**src/logic/vc3_pkg.sv**
```systemverilog
// Summary of operation
// - Management request connects one input to one output
// - Management request tears down an established connection
// - Connection keeps type, direction and point identifiers
// - Broadcast is several connections sharing one input
// - Configuration changes leave passing traffic undisturbed
// - Unconnected output carries unequipped VC-3, fail false
// - Sink selector picks working or protection input
// - Source bridge feeds both outputs from normal input
// - 1+1 unidirectional, fail and degrade high priority
// - Revertive return waits programmable wait-to-restore time
// - Hold-off persistence before switching; switch within 50 ms
// - Fail/degrade sources chosen by monitoring kind
// - External commands accepted per operation type
// - Protection type selects indications feeding the selector
// - Source fills three overhead bytes, passes the rest
// - Trace identifier placed in J1 one byte per frame, repeated every 16 frames
// - B3 holds even BIP-8 of previous frame
// - Error count coded binary in G1 bits 1-4
// - G1 bit 5 follows remote defect within 250 us
// - G1 bits 6-8 carry no meaning
package vc3_pkg;
    localparam int CLK_MHZ = 250;
    localparam int TICK_US = 1000;
    localparam int TICK_CYCLES = CLK_MHZ * TICK_US;
    localparam int SEC_MS = 1000;
    localparam int HOLDOFF_STEP_MS = 100;
    localparam int HOLDOFF_MAX_STEPS = 100;
    localparam int SWITCH_TIME_MS = 50;
    localparam int RDI_LATENCY_US = 250;
    localparam int WTR_MIN_S = 300;
    localparam int WTR_MAX_S = 720;
    localparam int FRAME_BYTES = 765;
    localparam int POH_STRIDE = 85;
    localparam logic [9:0] J1_POS = 10'h000;
    localparam logic [9:0] B3_POS = 10'h055;
    localparam logic [9:0] G1_POS = 10'h0FF;
    localparam logic [9:0] LAST_POS = 10'h2FC;
    localparam int TRACE_BYTES = 16;
    localparam logic [7:0] UNEQ_BYTE = 8'h00;
    localparam logic [2:0] G1_SPARE = 3'h0;
    localparam logic [3:0] REI_MAX = 4'h8;
    localparam int FIFO_DEPTH = 8;

    typedef enum logic [1:0] {
        unprotected,
        inherent_monitored_protection,
        nonintrusive_monitored_protection,
        sublayer_monitored_protection
    } conn_type_t;

    typedef enum logic [2:0] {
        no_cmd,
        clear_cmd,
        lockout_cmd,
        forced_switch_cmd,
        forced_switch_work_cmd,
        manual_switch_cmd,
        manual_switch_work_cmd
    } ext_cmd_t;

    typedef enum logic [1:0] {
        sel_working,
        sel_protection,
        sel_wtr
    } sel_state_t;
endpackage

```
**src/logic/vc3_path_connect_and_trail_source.sv**
```systemverilog
`timescale 1ns/1ps
module vc3_byte_fifo #(
    parameter int WIDTH = 9,
    parameter int DEPTH = 8
) (
    input wire logic mclk, // Core clock
    input wire logic arst_n, // Async reset
    input wire logic ce, // Clock enable
    input wire logic in_valid, // Write request
    output logic in_ready, // Room available
    input wire logic [WIDTH-1:0] in_data, // Write word
    output logic out_valid, // Word available
    input wire logic out_ready, // Drain accepts
    output logic [WIDTH-1:0] out_data // Head word
);
    localparam int AW = $clog2(DEPTH);
    logic [WIDTH-1:0] mem [DEPTH];
    logic [AW-1:0] wr_ptr_ff;
    logic [AW-1:0] rd_ptr_ff;
    logic [AW:0] count_ff;
    logic push;
    logic pop;

    assign in_ready = count_ff != (AW+1)'(DEPTH);
    assign out_valid = count_ff != '0;
    assign push = in_valid && in_ready;
    assign pop = out_valid && out_ready;
    assign out_data = mem[rd_ptr_ff];

    always_ff @(posedge mclk) begin
        if (ce && push) begin
            mem[wr_ptr_ff] <= in_data;
        end
    end

    always_ff @(posedge mclk or negedge arst_n) begin
        if (!arst_n) begin
            wr_ptr_ff <= '0;
            rd_ptr_ff <= '0;
            count_ff <= '0;
        end else if (ce) begin
            if (push) begin
                wr_ptr_ff <= (wr_ptr_ff == AW'(DEPTH - 1)) ? '0 : wr_ptr_ff + 1'b1;
            end
            if (pop) begin
                rd_ptr_ff <= (rd_ptr_ff == AW'(DEPTH - 1)) ? '0 : rd_ptr_ff + 1'b1;
            end
            if (push && !pop) begin
                count_ff <= count_ff + 1'b1;
            end else if (pop && !push) begin
                count_ff <= count_ff - 1'b1;
            end
        end
    end
endmodule

module vc3_path_connect_and_trail_source #(
    parameter int N_IN = 4,
    parameter int N_OUT = 4,
    parameter int TICK_CYCLES = vc3_pkg::TICK_CYCLES,
    parameter int FIFO_DEPTH = vc3_pkg::FIFO_DEPTH
) (
    input wire logic mclk, // Core clock
    input wire logic arst_n, // Async reset, active low
    input wire logic ce, // Clock enable
    input wire logic [N_IN-1:0] in_ck, // Input byte clocks
    input wire logic [N_IN-1:0] in_fs, // Input frame starts
    input wire logic [N_IN-1:0][7:0] in_data, // Input bytes
    input wire logic [N_IN-1:0] in_ssf, // Server signal fail per input
    input wire logic [N_IN-1:0] in_tsf, // Trail signal fail per input
    input wire logic [N_IN-1:0] in_tsd, // Trail signal degrade per input
    input wire logic ti_ck, // Timing clock
    input wire logic ti_fs, // Timing frame start
    input wire logic conn_req, // Connection request pulse
    input wire logic conn_connect, // 1 establish, 0 tear down
    input wire logic [$clog2(N_OUT)-1:0] conn_out, // Output point
    input wire logic [$clog2(N_IN)-1:0] conn_in, // Working input point
    input wire logic [$clog2(N_IN)-1:0] conn_prot_in, // Protection input point
    input wire vc3_pkg::conn_type_t conn_type, // Connection type
    input wire logic conn_bidir, // Bidirectional attribute
    input wire logic conn_bridge_en, // Also bridge a second output
    input wire logic [$clog2(N_OUT)-1:0] conn_bridge_out, // Bridged output point
    input wire logic operation_type, // 1 revertive
    input wire logic [9:0] wait_to_restore_time, // Seconds
    input wire logic [6:0] holdoff_time, // Steps of 100 ms
    input wire logic external_command_valid, // Command pulse
    input wire vc3_pkg::ext_cmd_t external_command, // Command code
    output vc3_pkg::ext_cmd_t active_command, // Command in force
    output logic [N_OUT-1:0][7:0] out_data, // Output bytes
    output logic [N_OUT-1:0] out_strobe, // Output byte pulse
    output logic [N_OUT-1:0] out_fs, // Output frame start
    output logic [N_OUT-1:0] out_ssf, // Output server signal fail
    output logic [N_OUT-1:0] out_connected, // Output has a connection
    output logic [N_OUT-1:0] out_bidir, // Stored direction attribute
    output logic [N_OUT-1:0] out_sel_prot, // Selector on protection
    input wire logic tt_ai_ck, // Adapted byte clock
    input wire logic tt_ai_fs, // Adapted frame start
    input wire logic [7:0] tt_ai_data, // Adapted bytes
    input wire logic [3:0] remote_error_count_in, // Remote error count
    input wire logic remote_defect_in, // Remote defect
    input wire logic [127:0] transmitted_trace_id, // Trace message
    output logic tt_ai_ready, // Buffer has room
    output logic [7:0] tt_ci_data, // Built frame byte
    output logic tt_ci_fs, // Built frame start
    output logic tt_ci_valid, // Byte available
    input wire logic tt_ci_ready // Drain accepts
);
    localparam int IW = $clog2(N_IN);
    localparam int OW = $clog2(N_OUT);
    localparam int TW = $clog2(TICK_CYCLES);

    // Two-stage synchronisers; third stage only for edge detection
    logic [N_IN-1:0] ck_s1_ff, ck_s2_ff, ck_s3_ff, fs_s1_ff, fs_s2_ff;
    logic [N_IN-1:0] ssf_s1_ff, ssf_s2_ff, tsf_s1_ff, tsf_s2_ff, tsd_s1_ff, tsd_s2_ff;
    logic [N_IN-1:0][7:0] d_s1_ff, d_s2_ff;
    logic [2:0] ti_ck_ff;
    logic [1:0] ti_fs_ff;
    logic [N_IN-1:0] in_edge;
    logic ti_edge;

    always_ff @(posedge mclk or negedge arst_n) begin
        if (!arst_n) begin
            ck_s1_ff <= '0;
            ck_s2_ff <= '0;
            ck_s3_ff <= '0;
            fs_s1_ff <= '0;
            fs_s2_ff <= '0;
            ssf_s1_ff <= '0;
            ssf_s2_ff <= '0;
            tsf_s1_ff <= '0;
            tsf_s2_ff <= '0;
            tsd_s1_ff <= '0;
            tsd_s2_ff <= '0;
            d_s1_ff <= '0;
            d_s2_ff <= '0;
            ti_ck_ff <= '0;
            ti_fs_ff <= '0;
        end else if (ce) begin
            ck_s1_ff <= in_ck;
            ck_s2_ff <= ck_s1_ff;
            ck_s3_ff <= ck_s2_ff;
            fs_s1_ff <= in_fs;
            fs_s2_ff <= fs_s1_ff;
            ssf_s1_ff <= in_ssf;
            ssf_s2_ff <= ssf_s1_ff;
            tsf_s1_ff <= in_tsf;
            tsf_s2_ff <= tsf_s1_ff;
            tsd_s1_ff <= in_tsd;
            tsd_s2_ff <= tsd_s1_ff;
            d_s1_ff <= in_data;
            d_s2_ff <= d_s1_ff;
            ti_ck_ff <= {ti_ck_ff[1:0], ti_ck};
            ti_fs_ff <= {ti_fs_ff[0], ti_fs};
        end
    end

    assign in_edge = ck_s2_ff & ~ck_s3_ff;
    assign ti_edge = ti_ck_ff[1] & ~ti_ck_ff[2];

    // Millisecond and second ticks shared by hold-off and restore timers
    logic [TW-1:0] tick_cnt_ff;
    logic [9:0] ms_cnt_ff;
    logic ms_tick;
    logic sec_tick;

    assign ms_tick = tick_cnt_ff == TW'(TICK_CYCLES - 1);
    assign sec_tick = ms_tick && (ms_cnt_ff == 10'(vc3_pkg::SEC_MS - 1));

    always_ff @(posedge mclk or negedge arst_n) begin
        if (!arst_n) begin
            tick_cnt_ff <= '0;
            ms_cnt_ff <= '0;
        end else if (ce) begin
            tick_cnt_ff <= ms_tick ? '0 : tick_cnt_ff + 1'b1;
            if (ms_tick) begin
                ms_cnt_ff <= sec_tick ? '0 : ms_cnt_ff + 1'b1;
            end
        end
    end

    function automatic logic cmd_allowed(input vc3_pkg::ext_cmd_t cmd, input logic revertive);
        case (cmd)
            vc3_pkg::forced_switch_work_cmd, vc3_pkg::manual_switch_work_cmd: cmd_allowed = !revertive;
            vc3_pkg::no_cmd: cmd_allowed = 1'b0;
            default: cmd_allowed = 1'b1;
        endcase
    endfunction

    // Returns {fail, degrade} for one input under the protection kind
    function automatic logic [1:0] cond_of(input vc3_pkg::conn_type_t kind, input logic ssf,
                                           input logic tsf, input logic tsd);
        if (kind == vc3_pkg::inherent_monitored_protection) begin
            cond_of = {ssf, 1'b0};
        end else begin
            cond_of = {tsf, tsd};
        end
    endfunction

    vc3_pkg::ext_cmd_t cmd_ff;
    assign active_command = cmd_ff;

    always_ff @(posedge mclk or negedge arst_n) begin
        if (!arst_n) begin
            cmd_ff <= vc3_pkg::no_cmd;
        end else if (ce && external_command_valid && cmd_allowed(external_command, operation_type)) begin
            cmd_ff <= (external_command == vc3_pkg::clear_cmd) ? vc3_pkg::no_cmd : external_command;
        end
    end

    // Connection table, one entry per output
    logic [N_OUT-1:0] conn_ff;
    logic [N_OUT-1:0][IW-1:0] work_ff, prot_ff;
    vc3_pkg::conn_type_t type_ff [N_OUT];
    logic [N_OUT-1:0] bidir_ff;
    logic [13:0] ho_limit;

    assign ho_limit = 14'(holdoff_time) * 14'(vc3_pkg::HOLDOFF_STEP_MS);
    assign out_connected = conn_ff;
    assign out_bidir = bidir_ff;

    genvar j;
    generate
        for (j = 0; j < N_OUT; j++) begin : g_out
            logic hit;
            logic bridge_hit;
            logic [1:0] w_cond, p_cond;
            logic w_bad, p_bad, w_f, p_f, prot_active;
            logic [13:0] w_ho_ff, p_ho_ff;
            logic [9:0] wtr_cnt_ff;
            logic [IW-1:0] src;
            vc3_pkg::sel_state_t state_ff, nxt_state;

            assign hit = conn_req && (conn_out == OW'(j));
            assign bridge_hit = conn_req && conn_connect && conn_bridge_en && (conn_bridge_out == OW'(j));

            always_ff @(posedge mclk or negedge arst_n) begin
                if (!arst_n) begin
                    conn_ff[j] <= 1'b0;
                    work_ff[j] <= '0;
                    prot_ff[j] <= '0;
                    type_ff[j] <= vc3_pkg::unprotected;
                    bidir_ff[j] <= 1'b0;
                end else if (ce) begin
                    if (hit && conn_connect) begin
                        conn_ff[j] <= 1'b1;
                        work_ff[j] <= conn_in;
                        prot_ff[j] <= conn_prot_in;
                        type_ff[j] <= conn_type;
                        bidir_ff[j] <= conn_bidir;
                    end else if (hit) begin
                        conn_ff[j] <= 1'b0;
                    end else if (bridge_hit) begin
                        conn_ff[j] <= 1'b1;
                        work_ff[j] <= conn_in;
                        type_ff[j] <= vc3_pkg::unprotected;
                        bidir_ff[j] <= conn_bidir;
                    end
                end
            end

            assign w_cond = cond_of(type_ff[j], ssf_s2_ff[work_ff[j]], tsf_s2_ff[work_ff[j]],
                                    tsd_s2_ff[work_ff[j]]);
            assign p_cond = cond_of(type_ff[j], ssf_s2_ff[prot_ff[j]], tsf_s2_ff[prot_ff[j]],
                                    tsd_s2_ff[prot_ff[j]]);
            // Fail and degrade share one priority level
            assign w_bad = |w_cond;
            assign p_bad = |p_cond;

            always_ff @(posedge mclk or negedge arst_n) begin
                if (!arst_n) begin
                    w_ho_ff <= '0;
                    p_ho_ff <= '0;
                end else if (ce) begin
                    if (!w_bad) begin
                        w_ho_ff <= '0;
                    end else if (ms_tick && w_ho_ff < ho_limit) begin
                        w_ho_ff <= w_ho_ff + 1'b1;
                    end
                    if (!p_bad) begin
                        p_ho_ff <= '0;
                    end else if (ms_tick && p_ho_ff < ho_limit) begin
                        p_ho_ff <= p_ho_ff + 1'b1;
                    end
                end
            end

            assign w_f = w_bad && (w_ho_ff >= ho_limit);
            assign p_f = p_bad && (p_ho_ff >= ho_limit);
            assign prot_active = conn_ff[j] && (type_ff[j] != vc3_pkg::unprotected);

            always_comb begin
                nxt_state = state_ff;
                if (!prot_active) begin
                    nxt_state = vc3_pkg::sel_working;
                end else begin
                    case (cmd_ff)
                        vc3_pkg::lockout_cmd: nxt_state = vc3_pkg::sel_working;
                        vc3_pkg::forced_switch_cmd: begin
                            nxt_state = p_f ? vc3_pkg::sel_working : vc3_pkg::sel_protection;
                        end
                        vc3_pkg::forced_switch_work_cmd: nxt_state = vc3_pkg::sel_working;
                        default: begin
                            if (w_f && !p_f) begin
                                nxt_state = vc3_pkg::sel_protection;
                            end else if (p_f && !w_f) begin
                                nxt_state = vc3_pkg::sel_working;
                            end else if (w_f) begin
                                nxt_state = (state_ff == vc3_pkg::sel_working) ? state_ff
                                                                              : vc3_pkg::sel_protection;
                            end else if (cmd_ff == vc3_pkg::manual_switch_cmd) begin
                                nxt_state = vc3_pkg::sel_protection;
                            end else if (cmd_ff == vc3_pkg::manual_switch_work_cmd) begin
                                nxt_state = vc3_pkg::sel_working;
                            end else if (!operation_type) begin
                                nxt_state = (state_ff == vc3_pkg::sel_working) ? state_ff
                                                                              : vc3_pkg::sel_protection;
                            end else if (state_ff == vc3_pkg::sel_protection) begin
                                nxt_state = vc3_pkg::sel_wtr;
                            end else if (state_ff == vc3_pkg::sel_wtr && wtr_cnt_ff >= wait_to_restore_time) begin
                                nxt_state = vc3_pkg::sel_working;
                            end
                        end
                    endcase
                end
            end

            // Decision lands within one core cycle, far inside the switch time
            always_ff @(posedge mclk or negedge arst_n) begin
                if (!arst_n) begin
                    state_ff <= vc3_pkg::sel_working;
                    wtr_cnt_ff <= '0;
                end else if (ce) begin
                    state_ff <= nxt_state;
                    if (state_ff != vc3_pkg::sel_wtr) begin
                        wtr_cnt_ff <= '0;
                    end else if (sec_tick && wtr_cnt_ff != 10'h3FF) begin
                        wtr_cnt_ff <= wtr_cnt_ff + 1'b1;
                    end
                end
            end

            // The selector state picks the source leg; connect and bridge edits rewrite the working leg
            assign src = (state_ff != vc3_pkg::sel_working) ? prot_ff[j] : work_ff[j];
            assign out_sel_prot[j] = state_ff != vc3_pkg::sel_working;

            always_ff @(posedge mclk or negedge arst_n) begin
                if (!arst_n) begin
                    out_data[j] <= '0;
                    out_strobe[j] <= 1'b0;
                    out_fs[j] <= 1'b0;
                    out_ssf[j] <= 1'b0;
                end else if (ce) begin
                    if (conn_ff[j]) begin
                        out_data[j] <= d_s2_ff[src];
                        out_strobe[j] <= in_edge[src];
                        out_fs[j] <= fs_s2_ff[src];
                        out_ssf[j] <= ssf_s2_ff[src];
                    end else begin
                        out_data[j] <= vc3_pkg::UNEQ_BYTE;
                        out_strobe[j] <= ti_edge;
                        out_fs[j] <= ti_fs_ff[1];
                        out_ssf[j] <= 1'b0;
                    end
                end
            end
        end
    endgenerate

    // Trail termination source
    logic [2:0] tt_ck_ff;
    logic [1:0] tt_fs_ff;
    logic [7:0] tt_d1_ff, tt_d2_ff;
    logic tt_edge;
    logic [9:0] pos_ff, cur_pos;
    logic [3:0] trace_idx_ff;
    logic [7:0] bip_ff, b3_ff, tt_byte;
    logic fifo_in_ready;

    always_ff @(posedge mclk or negedge arst_n) begin
        if (!arst_n) begin
            tt_ck_ff <= '0;
            tt_fs_ff <= '0;
            tt_d1_ff <= '0;
            tt_d2_ff <= '0;
        end else if (ce) begin
            tt_ck_ff <= {tt_ck_ff[1:0], tt_ai_ck};
            tt_fs_ff <= {tt_fs_ff[0], tt_ai_fs};
            tt_d1_ff <= tt_ai_data;
            tt_d2_ff <= tt_d1_ff;
        end
    end

    assign tt_edge = tt_ck_ff[1] & ~tt_ck_ff[2];
    assign cur_pos = tt_fs_ff[1] ? vc3_pkg::J1_POS
                   : (pos_ff == vc3_pkg::LAST_POS) ? vc3_pkg::J1_POS : pos_ff + 1'b1;

    always_comb begin
        case (cur_pos)
            vc3_pkg::J1_POS: tt_byte = transmitted_trace_id[(4'hF - trace_idx_ff) * 8 +: 8];
            vc3_pkg::B3_POS: tt_byte = b3_ff;
            vc3_pkg::G1_POS: tt_byte = {remote_error_count_in, remote_defect_in, vc3_pkg::G1_SPARE};
            default: tt_byte = tt_d2_ff;
        endcase
    end

    always_ff @(posedge mclk or negedge arst_n) begin
        if (!arst_n) begin
            pos_ff <= vc3_pkg::LAST_POS;
            trace_idx_ff <= '0;
            bip_ff <= '0;
            b3_ff <= '0;
        end else if (ce && tt_edge) begin
            pos_ff <= cur_pos;
            if (cur_pos == vc3_pkg::J1_POS) begin
                trace_idx_ff <= trace_idx_ff + 1'b1;
                b3_ff <= bip_ff;
                bip_ff <= tt_byte;
            end else begin
                bip_ff <= bip_ff ^ tt_byte;
            end
        end
    end

    assign tt_ai_ready = fifo_in_ready;

    vc3_byte_fifo #(
        .WIDTH(9),
        .DEPTH(FIFO_DEPTH)
    ) u_fifo (
        .mclk(mclk),
        .arst_n(arst_n),
        .ce(ce),
        .in_valid(tt_edge),
        .in_ready(fifo_in_ready),
        .in_data({cur_pos == vc3_pkg::J1_POS, tt_byte}),
        .out_valid(tt_ci_valid),
        .out_ready(tt_ci_ready),
        .out_data({tt_ci_fs, tt_ci_data})
    );
endmodule

```
**config.mk**
```make
export PLATFORM = sky130hd
export DESIGN_NAME = vc3_path_connect_and_trail_source
export DESIGN_NICKNAME = d
export VERILOG_FILES = /design/src/logic/vc3_pkg.sv /design/src/logic/vc3_path_connect_and_trail_source.sv
export SDC_FILE = /design/constraint.sdc
export NUM_CORES = 1
export LEC_CHECK = 0
export ABC_AREA = 1
export BUFFER_PORTS_ARGS = -buffer_cell sky130_fd_sc_hd__clkbuf_2
export CORE_MARGIN = 10
export CORE_UTILIZATION = 61
export CTS_CLUSTER_SIZE = 28
export DETAILED_ROUTE_END_ITERATION = 10
export PLACE_DENSITY = 0.82
export SYNTH_ARGS = -nofsm -noshare
export SYNTH_HDL_FRONTEND = slang
export SYNTH_SLANG_ARGS = --single-unit
```
**constraint.sdc**
```tcl
create_clock -name mclk -period 3.31 [get_ports mclk]
set_clock_uncertainty 0.05 [all_clocks]
set_input_delay 0.1655 -clock mclk [delete_from_list [all_inputs] [get_ports mclk]]
set_output_delay 0.1655 -clock mclk [all_outputs]
set_load 0.01 [all_outputs]
```
==> metrics <==
run status finished, violations left; failing checks setup timing; FILL cells 3436; relative slew slack 14.4%; Post-Synthesis Net Count 4401; DRT Pass-1 Iters 7; crit end category flop; GRT busiest layer met2; antenna violations before repair 0; Tmin final 3.74 ns; IO buf count 306; Crit path max-delay family adder cells; area leader, netlist dfrtp_1; Synth Cell Area 0.0313 sq mm; met1 usage in global routing 36.8%; Final Hold Viols 0; total vias in the final route 31100; hold crit path type input port to async pin; Pleak 18.4 nW; Final Max Slew Viols 0; critical path launch point type input port; Final period util 113%; FMAX 267 MHz; Main synth FF type dfrtp_1; Core Box Area 0.0505 sq mm; sequential share of the synthesized area 42.2%; worst skew pair latency 0.63 ns; CP required 3.76 ns; routing usage on met3 5.79%; # rows 82; placed cell area 0.0347 sq mm; first-pass GRT wire length 154000 um; DR vias/cell 5.95; unrepaired setup endpoints after global routing true; max-cap violations 0; Setup Viol. Count Final 67; area growth from synthesis to layout 24.4%; post-route cell area 0.0389 sq mm; Sink Count 513; average wire per standard cell 18.9 um; Syn Inst Count 3983; GRT overflow 0; CTS root buf clkbuf_16; H-Tree Depth 2; residual DRC count 0; Post-synth EDFFs 72; Die Area 0.0608 sq mm; Tot GR Track Use 30.9%; top cell type's share of synthesized area 34.7%; Reg clk slew, reported paths 0.06 ns; Starting Density 62.0%; CTS Buf Count 55; Detail Route Antenna Nets 0; Final Core Density 77.1%; hold slack 0.0108 ns; Pwr Density 605 mW/mm^2; initial drt markers 2865; Commonest cells post-synth 968 x nand2_1, 434 x dfrtp_1, 404 x inv_1; synth warn 0; largest net degree at the start of global routing 138; worst-case clock buffer depth 3; slowest stage cell, crit path fa_1; crit-path max cell delay 0.60 ns; IO Pins 307; Die Ht 247 um; TritonCTS clock tree built; drt total wl 98600 um; Buf/Inv on CP 3; Worst IR Drop VDD 539 uV; chip width 247 um; Least-Margin Pin Slew 1.28 ns; vias in the first global route 30200; ranking of synthesized cells by area dfrtp_1 35%, nand2_1 12%, ha_1 7.1%; top-count cell post-synth nand2_1; asr flop ratio synth 86.0%; Worst Path Arrival 4.19 ns; CP dominant cell by count ha_4; nets@finish 4929; GP Congestion 0.956; Final Worst Setup Slack -0.431 ns; crit path kind input port to flop; Mapped Avg Cell Area 7.86 sq um; register bit total from synthesis 513; crit-path max FO 5; Detailed Place HPWL 65900 um; share of cells above drive strength 1 18.8%; Netlist cell types 70; global-route track usage on met2 52.6%
sequential cells by signal, indices dropped and copies added (netlist names), 10 cells and up:
name              count
pos_ff               10
g_out.w_ho_ff        56
d_s2_ff              32
ms_cnt_ff            10
u_fifo.mem           72
g_out.p_ho_ff        56
g_out.wtr_cnt_ff     40
d_s1_ff              32
out_data             32
tick_cnt_ff          18
area by class of cell:
cell class / count / area, sq um / area share (%)
antenna: 2 / 5.00 / 0.0129
multi-input combinational: 2923 / 16900 / 43.5
clock inverter: 31 / 474 / 1.22
inverter: 419 / 1580 / 4.06
clock buffer: 72 / 1570 / 4.04
tap: 672 / 841 / 2.16
sequential: 513 / 13200 / 33.9
timing repair buffer: 599 / 4320 / 11.1
placed cells by master, fill, tap and decap left out, types with 15 or more instances in the layout:
master,count
buf_6,20
buf_12,16
edfxtp_1,72
a21oi_1,228
clkbuf_16,59
nand3_4,15
inv_1,398
o31ai_1,45
xor2_1,62
dfrtp_1,433
nor4_1,32
a31oi_1,21
nand2_4,19
o21ai_1,65
nor2_1,296
ha_1,160
nand3_1,186
nand3_2,31
nand3b_1,37
dlygate4sd3_1,100
nand2_1,940
nor2_2,27
o21ai_0,318
o211ai_1,18
buf_4,156
clkbuf_2,302
nand4_1,64
o22ai_1,19
ha_4,16
nand2_2,36
nor3_1,81
where the power goes:
part,switching (W),total [W],internal [W]
Sequential,0.000763,0.00819,0.00743
Clock,0.00274,0.00690,0.00416
Combinational,0.00535,0.00846,0.00311
Total,0.00886,0.0236,0.0147
path summary, 6_finish.rpt:
path,start,endpoint,depth (start not counted),slack [ns]
max,holdoff_time[2],g_out[0].state_ff[0],26,-0.43
min reg2reg,tsf_s2_ff[3],tsf_s2_ff[3],2,0.42
min,arst_n,d_s1_ff[21],2,0.01
max reg2reg,tsd_s2_ff[3],g_out[2].p_ho_ff[12],9,0.31
min in group mclk,remote_defect_in,u_fifo.mem[5][3],3,0.04
max in group asynchronous,arst_n,u_fifo.count_ff[3],4,2.13
layer usage:
layer	wire length, um	part of all wire, %	vias up
li1	-	-	14500
met1	37000	38	14600
met2	47600	48	1658
met3	8620	8.7	376
met4	5370	5.4	0
met5	0	0	-
metrics by stage:
| stage | std cells | setup slack, ns | setup TNS, ns | total power (W) |
|---|---|---|---|---|
| 2_1_floorplan | 3983 | -0.671 | -12.42 | 0.0130 |
| 3_3_place_gp | 4996 | -1.08 | -63.55 | 0.0156 |
| 3_5_place_dp | 4996 | -1.19 | -74.79 | 0.0158 |
| 4_1_cts | 5215 | -0.290 | -2.25 | 0.0230 |
| 5_1_grt | 5229 | -0.586 | -18.09 | 0.0247 |
| 6_report | 5231 | -0.431 | -7.27 | 0.0236 |
cell families (layout without fill, tap and decap cells):
family                   count (synthesis)  count (layout)  share of synthesized area (%)
buffers and inverters                  550            1121                           6.97
AO/OA/AOI/OAI                          822             822                           14.9
other                                    0               2                              0
multiplexers                            21              21                          0.708
flip-flops                             513             513                           42.2
adder cells (fa/ha/maj)                181             181                           7.31
XOR/XNOR                                70              70                           1.96
AND/OR/NAND/NOR                       1826            1829                           26.0
worst reg2reg max path, delay by kind of cell, from the launching register on:
family                 cells  cell delay [ns]
buffers and inverters      2             0.33
AND/OR/NAND/NOR            4             1.84
flip-flops                 1             0.38
AO/OA/AOI/OAI              3             0.29
timing repair:
item                                    in CTS  in global routing
gates resized for setup                     78                132
pin swaps                                   34                 51
hold buffers                               101                  0
cloned                                       1                  5
endpoints found under the setup margin      53                106
hold endpoints to repair                   448                  0
buffers inserted                            14                  9
Power figures use the tool's default switching activity.
